[config.mk]
export PLATFORM = sky130hd
export DESIGN_NAME = ncs_sequencer
export DESIGN_NICKNAME = d
export VERILOG_FILES = /design/src/ncs_pkg.sv /design/src/ncs_sequencer.sv
export SDC_FILE = /design/constraint.sdc
export NUM_CORES = 1
export LEC_CHECK = 0
export BUFFER_PORTS_ARGS = -buffer_cell sky130_fd_sc_hd__buf_2
export CORE_ASPECT_RATIO = 0.75
export CORE_UTILIZATION = 35
export DETAILED_ROUTE_END_ITERATION = 6
export GPL_TIMING_DRIVEN = 0
export PLACE_DENSITY_LB_ADDON = 0.15
export SLEW_MARGIN = 5
export SYNTH_ARGS = -nofsm -noshare
export SYNTH_HDL_FRONTEND = slang
export SYNTH_SLANG_ARGS = --single-unit
[constraint.sdc]
create_clock -name CORE_CLK -period 3.7 [get_ports CORE_CLK]
set_clock_uncertainty 0.15 [all_clocks]
set_input_delay 0.185 -clock CORE_CLK [delete_from_list [all_inputs] [get_ports CORE_CLK]]
set_output_delay 0.185 -clock CORE_CLK [all_outputs]
set_load 0.02 [all_outputs]
[src/ncs_pkg.sv]
// Contract
// - Program address is a 4-bit page above a 6-bit word, 1024 words total.
// - Each program page holds 64 words; the word counter spans one page.
// - Page register holds 0 to 15 and stays put during sequential execution.
// - Load-page-immediate stages a page; a taken jump or call moves it in.
// - Return restores page and word together in one step.
// - Word counter is 6-bit binary and increments on each instruction.
// - Reset clears word counter and page register to zero.
// - Jump, call, return load the word address instead of incrementing.
// - Return stack has two levels of word plus page.
// - Data memory is 32 nibbles; pointer bit 0 picks page, Y picks word.
// - Upper pointer bit moves Y=0 and Y=1 outputs from D0/D1 to DRIVE_OUT bits 8 and 9.
// - Y is memory word address, output selector, carrier mode and general.
// - 4-bit adder with accumulator; subtraction adds inverted accumulator plus one.
// - Status flag set on overflow, underflow or unequal compare; steers flow.
// - One-byte instructions, one completes every 48 clocks.
// - Jump, call and return keep the same one machine cycle timing.
// - Jump and call act only when the status flag is one.
package ncs_pkg;

  // Program address: page above word
  typedef struct packed {
    logic [3:0] page;
    logic [5:0] word;
  } ncs_paddr_s;

  // Data memory address: page bit above word
  typedef struct packed {
    logic       page;
    logic [3:0] word;
  } ncs_daddr_s;

  // Machine cycle timing in oscillator clocks
  localparam logic [5:0] CYCLE_CLOCKS = 6'h30;
  localparam logic [5:0] FETCH_AT     = 6'h18;
  localparam logic [5:0] EXEC_AT      = 6'h2f;

  // Reset values
  localparam logic [3:0] PAGE_RST = 4'h0;
  localparam logic [5:0] WORD_RST = 6'h0;
  localparam logic       RUN_RST  = 1'b1;

  // Register byte offsets
  localparam logic [3:0] OFS_CTRL  = 4'h0;
  localparam logic [3:0] OFS_CORE  = 4'h4;
  localparam logic [3:0] OFS_STACK = 4'h8;

  // Instruction encodings
  localparam logic [1:0] GRP_MISC = 2'h0;
  localparam logic [1:0] GRP_IMM  = 2'h1;
  localparam logic [1:0] GRP_JUMP = 2'h2;
  localparam logic [1:0] GRP_CALL = 2'h3;
  localparam logic [1:0] IMM_LDPAGE = 2'h0;
  localparam logic [1:0] IMM_LDY  = 2'h1;
  localparam logic [1:0] IMM_ADD  = 2'h2;
  localparam logic [1:0] IMM_CMP  = 2'h3;
  localparam logic [7:0] OP_RET   = 8'h01;
  localparam logic [7:0] OP_LDAM  = 8'h02;
  localparam logic [7:0] OP_STMA  = 8'h03;
  localparam logic [7:0] OP_SUBM  = 8'h04;
  localparam logic [7:0] OP_SETO  = 8'h05;
  localparam logic [7:0] OP_CLRO  = 8'h06;
  localparam logic [7:0] OP_LDCM  = 8'h07;
  localparam logic [7:0] OP_LDAY  = 8'h0c;
  localparam logic [7:0] OP_LDYA  = 8'h0d;
  localparam logic [5:0] OP_LDX   = 6'h02;

endpackage

[src/ncs_sequencer.sv]
`timescale 1ns/100ps
module ncs_sequencer (
  input  wire logic               CORE_CLK,
  input  wire logic               RST,
  input  wire logic               CE,
  input  wire logic [3:0]         ADDRESS,
  input  wire logic               READ,
  input  wire logic               WRITE,
  input  wire logic [31:0]        WRITEDATA,
  output logic      [31:0]        READDATA,
  output logic                    WAITREQUEST,
  output ncs_pkg::ncs_paddr_s     PROG_ADDR,
  input  wire logic [7:0]         PROG_DATA,
  output ncs_pkg::ncs_daddr_s     DMEM_ADDR,
  output logic      [3:0]         DMEM_WDATA,
  output logic                    DMEM_WE,
  input  wire logic [3:0]         DMEM_RDATA,
  output logic      [9:0]         DRIVE_OUT,
  output logic      [2:0]         CARRIER_MODE,
  output logic                    INSTR_DONE
);
  import ncs_pkg::*;

  ////////////////////////////////////////////////////////////////////////
  // State
  logic [5:0]  machine_cycle_counter;
  logic [5:0]  word_counter;
  logic [3:0]  page_select_reg;
  logic [3:0]  page_staging_reg;
  ncs_paddr_s  return_stack [2];
  logic [7:0]  instr;
  logic        status_flag;
  logic [3:0]  acc;
  logic [3:0]  y_reg;
  logic        ram_page_bit;
  logic        output_bank_select_bit;
  logic        run;

  ////////////////////////////////////////////////////////////////////////
  // Machine cycle: fetch at the start of the second half, execute at the last clock
  wire tick   = CE && run;
  wire fetch  = tick && (machine_cycle_counter == FETCH_AT);
  wire exec   = tick && (machine_cycle_counter == EXEC_AT);

  always_ff @(posedge CORE_CLK or posedge RST) begin
    if (RST) begin
      machine_cycle_counter <= 6'h00;
    end else if (tick) begin
      machine_cycle_counter <= exec ? 6'h00 : machine_cycle_counter + 6'h01;
    end
  end

  // Capture the instruction byte from program memory
  always_ff @(posedge CORE_CLK or posedge RST) begin
    if (RST) begin
      instr <= 8'h00;
    end else if (fetch) begin
      instr <= PROG_DATA;
    end
  end

  ////////////////////////////////////////////////////////////////////////
  // Decode
  wire [1:0] grp      = instr[7:6];
  wire [1:0] imm_sel  = instr[5:4];
  wire [3:0] imm      = instr[3:0];
  wire [5:0] target   = instr[5:0];
  wire       is_jump  = (grp == GRP_JUMP);
  wire       is_call  = (grp == GRP_CALL);
  wire       is_ret   = (instr == OP_RET);
  wire       is_imm   = (grp == GRP_IMM);
  wire       is_ldpage = is_imm && (imm_sel == IMM_LDPAGE);
  wire       is_ldy   = is_imm && (imm_sel == IMM_LDY);
  wire       is_add   = is_imm && (imm_sel == IMM_ADD);
  wire       is_cmp   = is_imm && (imm_sel == IMM_CMP);
  wire       is_ldx   = (instr[7:2] == OP_LDX);
  wire       is_out   = (instr == OP_SETO) || (instr == OP_CLRO);
  wire       jump_go  = is_jump && status_flag;
  wire       call_go  = is_call && status_flag;
  wire       redirect = jump_go || call_go || is_ret;

  ////////////////////////////////////////////////////////////////////////
  // Adder/comparator
  wire [4:0] add_sum  = {1'b0, acc} + {1'b0, imm};
  wire [4:0] sub_sum  = {1'b0, DMEM_RDATA} + {1'b0, ~acc} + 5'h01;
  wire       unequal  = (acc != imm);

  // Flag: designated instructions report their event, all others set it
  logic next_flag;
  always_comb begin
    next_flag = 1'b1;
    if (is_add) begin
      next_flag = add_sum[4];
    end else if (instr == OP_SUBM) begin
      next_flag = ~sub_sum[4];
    end else if (is_cmp) begin
      next_flag = unequal;
    end
  end

  // Accumulator source
  logic [3:0] next_acc;
  always_comb begin
    next_acc = acc;
    if (is_add) begin
      next_acc = add_sum[3:0];
    end else if (instr == OP_SUBM) begin
      next_acc = sub_sum[3:0];
    end else if (instr == OP_LDAM) begin
      next_acc = DMEM_RDATA;
    end else if (instr == OP_LDAY) begin
      next_acc = y_reg;
    end
  end

  ////////////////////////////////////////////////////////////////////////
  // Program address sequencing
  wire [5:0] next_word = is_ret  ? return_stack[0].word :
                         redirect ? target :
                         word_counter + 6'h01;
  wire [3:0] next_page = is_ret  ? return_stack[0].page :
                         redirect ? page_staging_reg :
                         page_select_reg;

  always_ff @(posedge CORE_CLK or posedge RST) begin
    if (RST) begin
      word_counter    <= WORD_RST;
      page_select_reg <= PAGE_RST;
    end else if (exec) begin
      word_counter    <= next_word;
      page_select_reg <= next_page;
    end
  end

  // Page staging written by load-page-immediate
  always_ff @(posedge CORE_CLK or posedge RST) begin
    if (RST) begin
      page_staging_reg <= PAGE_RST;
    end else if (exec && is_ldpage) begin
      page_staging_reg <= imm;
    end
  end

  // Two-level return stack
  always_ff @(posedge CORE_CLK or posedge RST) begin
    if (RST) begin
      return_stack[0] <= '0;
      return_stack[1] <= '0;
    end else if (exec && call_go) begin
      return_stack[0] <= '{page: page_select_reg, word: word_counter + 6'h01};
      return_stack[1] <= return_stack[0];
    end else if (exec && is_ret) begin
      return_stack[0] <= return_stack[1];
    end
  end

  ////////////////////////////////////////////////////////////////////////
  // Data path registers
  always_ff @(posedge CORE_CLK or posedge RST) begin
    if (RST) begin
      status_flag            <= 1'b1;
      acc                    <= 4'h0;
      y_reg                  <= 4'h0;
      ram_page_bit           <= 1'b0;
      output_bank_select_bit <= 1'b0;
    end else if (exec) begin
      status_flag <= next_flag;
      acc         <= next_acc;
      if (is_ldy) begin
        y_reg <= imm;
      end else if (instr == OP_LDYA) begin
        y_reg <= acc;
      end
      if (is_ldx) begin
        ram_page_bit           <= instr[0];
        output_bank_select_bit <= instr[1];
      end
    end
  end

  ////////////////////////////////////////////////////////////////////////
  // Output line selection from the pointer pair
  wire       out_val  = (instr == OP_SETO);
  wire       y_low    = (y_reg[3:1] == 3'h0);
  wire [3:0] out_idx  = (output_bank_select_bit && y_low) ? {3'h4, y_reg[0]}
                        : y_reg;
  wire       out_hit  = exec && is_out && (out_idx <= 4'h9) &&
                        (output_bank_select_bit ? y_low : !y_reg[3] || !y_low);

  genvar gi;
  generate
    for (gi = 0; gi < 10; gi++) begin : g_drive
      always_ff @(posedge CORE_CLK or posedge RST) begin
        if (RST) begin
          DRIVE_OUT[gi] <= 1'b0;
        end else if (out_hit && (out_idx == 4'(gi))) begin
          DRIVE_OUT[gi] <= out_val;
        end
      end
    end
  endgenerate

  // Carrier mode taken from the pointer
  always_ff @(posedge CORE_CLK or posedge RST) begin
    if (RST) begin
      CARRIER_MODE <= 3'h0;
    end else if (exec && (instr == OP_LDCM)) begin
      CARRIER_MODE <= y_reg[2:0];
    end
  end

  ////////////////////////////////////////////////////////////////////////
  // Memory ports
  wire ncs_paddr_s next_paddr = '{page: page_select_reg, word: word_counter};

  always_ff @(posedge CORE_CLK or posedge RST) begin
    if (RST) begin
      PROG_ADDR  <= '0;
      DMEM_ADDR  <= '0;
      DMEM_WDATA <= 4'h0;
      DMEM_WE    <= 1'b0;
      INSTR_DONE <= 1'b0;
    end else if (CE) begin
      PROG_ADDR  <= next_paddr;
      DMEM_ADDR  <= '{page: ram_page_bit, word: y_reg};
      DMEM_WDATA <= acc;
      DMEM_WE    <= exec && (instr == OP_STMA);
      INSTR_DONE <= exec;
    end
  end

  ////////////////////////////////////////////////////////////////////////
  // Avalon-MM slave, one wait cycle per access
  wire        req     = READ || WRITE;
  wire        hit_ctl = (ADDRESS == OFS_CTRL);
  wire [31:0] core_word = {7'h00, status_flag, acc, y_reg,
                           output_bank_select_bit, ram_page_bit,
                           page_staging_reg, page_select_reg, word_counter};
  wire [31:0] stack_word = {12'h000, return_stack[1], return_stack[0]};
  logic [31:0] next_rdata;
  always_comb begin
    if (hit_ctl) begin
      next_rdata = {31'h0, run};
    end else if (ADDRESS == OFS_CORE) begin
      next_rdata = core_word;
    end else if (ADDRESS == OFS_STACK) begin
      next_rdata = stack_word;
    end else begin
      next_rdata = 32'h0;
    end
  end

  always_ff @(posedge CORE_CLK or posedge RST) begin
    if (RST) begin
      WAITREQUEST <= 1'b1;
      READDATA    <= 32'h0;
      run         <= RUN_RST;
    end else if (CE) begin
      WAITREQUEST <= !(req && WAITREQUEST);
      if (READ && WAITREQUEST) begin
        READDATA <= next_rdata;
      end
      if (WRITE && !WAITREQUEST && hit_ctl) begin
        run <= WRITEDATA[0];
      end
    end
  end
endmodule

==> results.cfg <==
[run_status]
status = completed

[route]
vias = 4512
wl_per_cell_um = 18.0
dr.pass1.iters = 5
drc = 0
drt_wl_total_um = 15800
routed_via_density = 5.16
drtAntennaViolNets = 0
drt-initial-drc-count = 196

[worst_setup_path]
crit_fanout = 10
cp_data_required_time_ns = 3.83
cp_data_arrival_time_ns = 2.89
crit_start = machine_cycle_counter[0]
start_kind = flop
worstSetupPathType = reg2reg
cp-end-kind = flop
rr_startpoint = machine_cycle_counter[0]

[die]
dieHeight_um = 114
ios = 120
core.rowCount = 40
die_w_um = 151
core_mm2 = 0.0162
start_util_pct = 36.0
dieArea_mm2 = 0.0172

[sta]
rsz0062_at_grt = false
hold_viol = 0
fin_crit_ns = 2.77
relSlewSlack_pct = 17.2
tightestPinTransition_ns = 1.23
slew_violations = 0
setup_tns_ns = 0
hold_ws_ns = 0.0921
max_freq_ghz = 0.361
setup_viol = 0
fin_crit_sh_pct = 74.8

[yosys]
synth_edf_count = 0
ys_async_sr_fraction_pct = 100
synth_cell_types = 56
syn_avg_cell_area_um2 = 11.0
syn_inst = 530
synthFlopType = dfrtp_1
synth_seq_area_share_pct = 51.6
yosys_warnings = 0
synth_seq_cells = 120
synth_area_mm2 = 0.00583

[clocking]
htreeDepth = 4
clk_latency_ns = 0.42
cts_buffers = 17
post_cts_buffers = 0
cts.clk_slew.worst_paths_ns = 0.06
cts_resized = 0
holdBufCountCts = 16
clk_path_buf_depth = 2
root_buffer = clkbuf_16
cts_tree = built
cts.sinks = 120

[power_and_ir_drop]
p_leak_uw = 0.00354
seq_power_share_pct = 43.6
p_sw_uw = 748
p_int_uw = 2400
pwr-share-clk_pct = 50.4
power_per_cell_area_mw_per_mm2 = 433
p_comb_share_pct = 6.0
ir_worst_vdd_v = 0.000297
swShare_pct = 23.7

[grt]
antenna_found_initial = 0
grt_usage_pct = 20.1
overflow = 0
grt_pass1_vias = 4613
grt_pass1_wl_um = 25400
grt_max_degree = 93

[layout]
nFillCells = 1562
drive_gt1_share_pct = 29.8
area_delta_synth_final_pct = 24.8
largest_register_ffs = 25
final_cells = 875
reg_top3 = READDATA x25, return_stack x20
diodes = 0
largest-register = READDATA
nets = 718

[flow_run]
cap_violations = 0

[place]
gp_congestion = 0.833
hpwl_um = 11400
place_inst = 827
numPortBuffers = 80

[worst_hold_path]
hold_start = DMEM_RDATA[2]
hold_path.class = in2reg
[final timing paths]
check / endpoint / slack (ns) / depth (start not counted)
max in group asynchronous: word_counter[3] / 2.50 / 4
setup / recovery: return_stack[11] / 0.93 / 8
setup reg to reg: return_stack[11] / 0.93 / 8
hold reg to reg: READDATA[12] / 0.32 / 2
hold / removal: acc[2] / 0.09 / 4
min in group asynchronous: READDATA[0] / 0.13 / 3
[kinds of logic after synthesis]
logic type	after synthesis	share of synthesized area, %
adder cells (fa/ha/maj)	13	3.05
other	1	0.0644
XOR/XNOR	11	1.65
multiplexers	79	15.0
AO/OA/AOI/OAI	116	12.5
AND/OR/NAND/NOR	138	12.1
buffers and inverters	52	4.08
flip-flops	120	51.6
[synth_stat cells, types with 5 or more instances]
cell type / number / share of area (%)
nand2_1: 47 / 3.0
a21o_1: 7 / 0.90
mux2i_1: 17 / 2.9
dfrtp_1: 117 / 50
a22o_1: 5 / 0.75
xnor2_1: 6 / 0.90
nand3_1: 5 / 0.43
a21oi_1: 22 / 1.9
mux2_2: 60 / 12
nand4_1: 6 / 0.64
nor2_1: 40 / 2.6
o21ai_0: 38 / 3.3
buf_4: 8 / 1.0
clkbuf_1: 23 / 1.5
ha_1: 11 / 2.4
xor2_1: 5 / 0.75
o22ai_1: 7 / 0.75
a22oi_1: 23 / 3.0
inv_1: 14 / 0.90
nor2b_1: 8 / 0.86
[through the flow]
stage,worst slack [ns],cell area [um2],power (uW),util [%]
3_3_place_gp,-1.30,6510,1560,40.3
5_1_grt,0.659,7270,3280,45.0
6_report,0.933,7270,3150,45.0
2_1_floorplan,0.184,5850,1500,-
3_5_place_dp,0.928,6550,1570,40.5
4_1_cts,0.908,7270,3180,45.0
[cell usage in the layout, fill, tap and decap left out, types with 7 or more instances in the layout]
master and n:
o22ai_1 7, clkbuf_1 26, clkbuf_16 17, a21o_1 7
inv_1 13, conb_1 7, mux2i_1 17, nand2_1 47
a21oi_1 22, dfrtp_1 117, nor2_1 40, nor2b_1 8
mux2_2 60, ha_1 11, dlygate4sd3_1 16, buf_4 8
a22oi_1 23, o21ai_0 38, buf_2 84
[power groups by stage]
stage	Combinational, uW	Sequential, uW	Clock, uW
floorplan	114	1390	0
global placement	163	1390	0
detailed placement	177	1400	0
CTS	192	1370	1620
global route	213	1380	1690
finish	188	1370	1590
[worst max-delay path: stages, from the launching register on]
cell,delay [ns]
dfrtp_1,0.38
ha_1,0.21
nand4b_1,0.17
nor3_1,0.57
nand4_1,0.21
clkbuf_1,0.33
clkbuf_1,0.37
nor2_1,0.17
a21oi_1,0.05
[metal layers]
layer / part of all wire, % / global-route usage [%] / wire (um)
met2: 42 / 27.7 / 6690
met1: 51 / 30.0 / 7990
met4: 1.0 / 6.20 / 160
met5: 0 / 0 / 0
met3: 5.9 / 5.88 / 932
[cell type report]
cell class	count	area (um2)	area share [%]
inverter	14	57.6	0.792
multi-input combinational	364	2610	35.8
tap	210	263	3.61
timing repair buffer	97	588	8.09
clock inverter	12	129	1.77
clock buffer	20	437	6.01
buffer	38	185	2.55
sequential	120	3010	41.4
(Power assumes the default switching activity.)
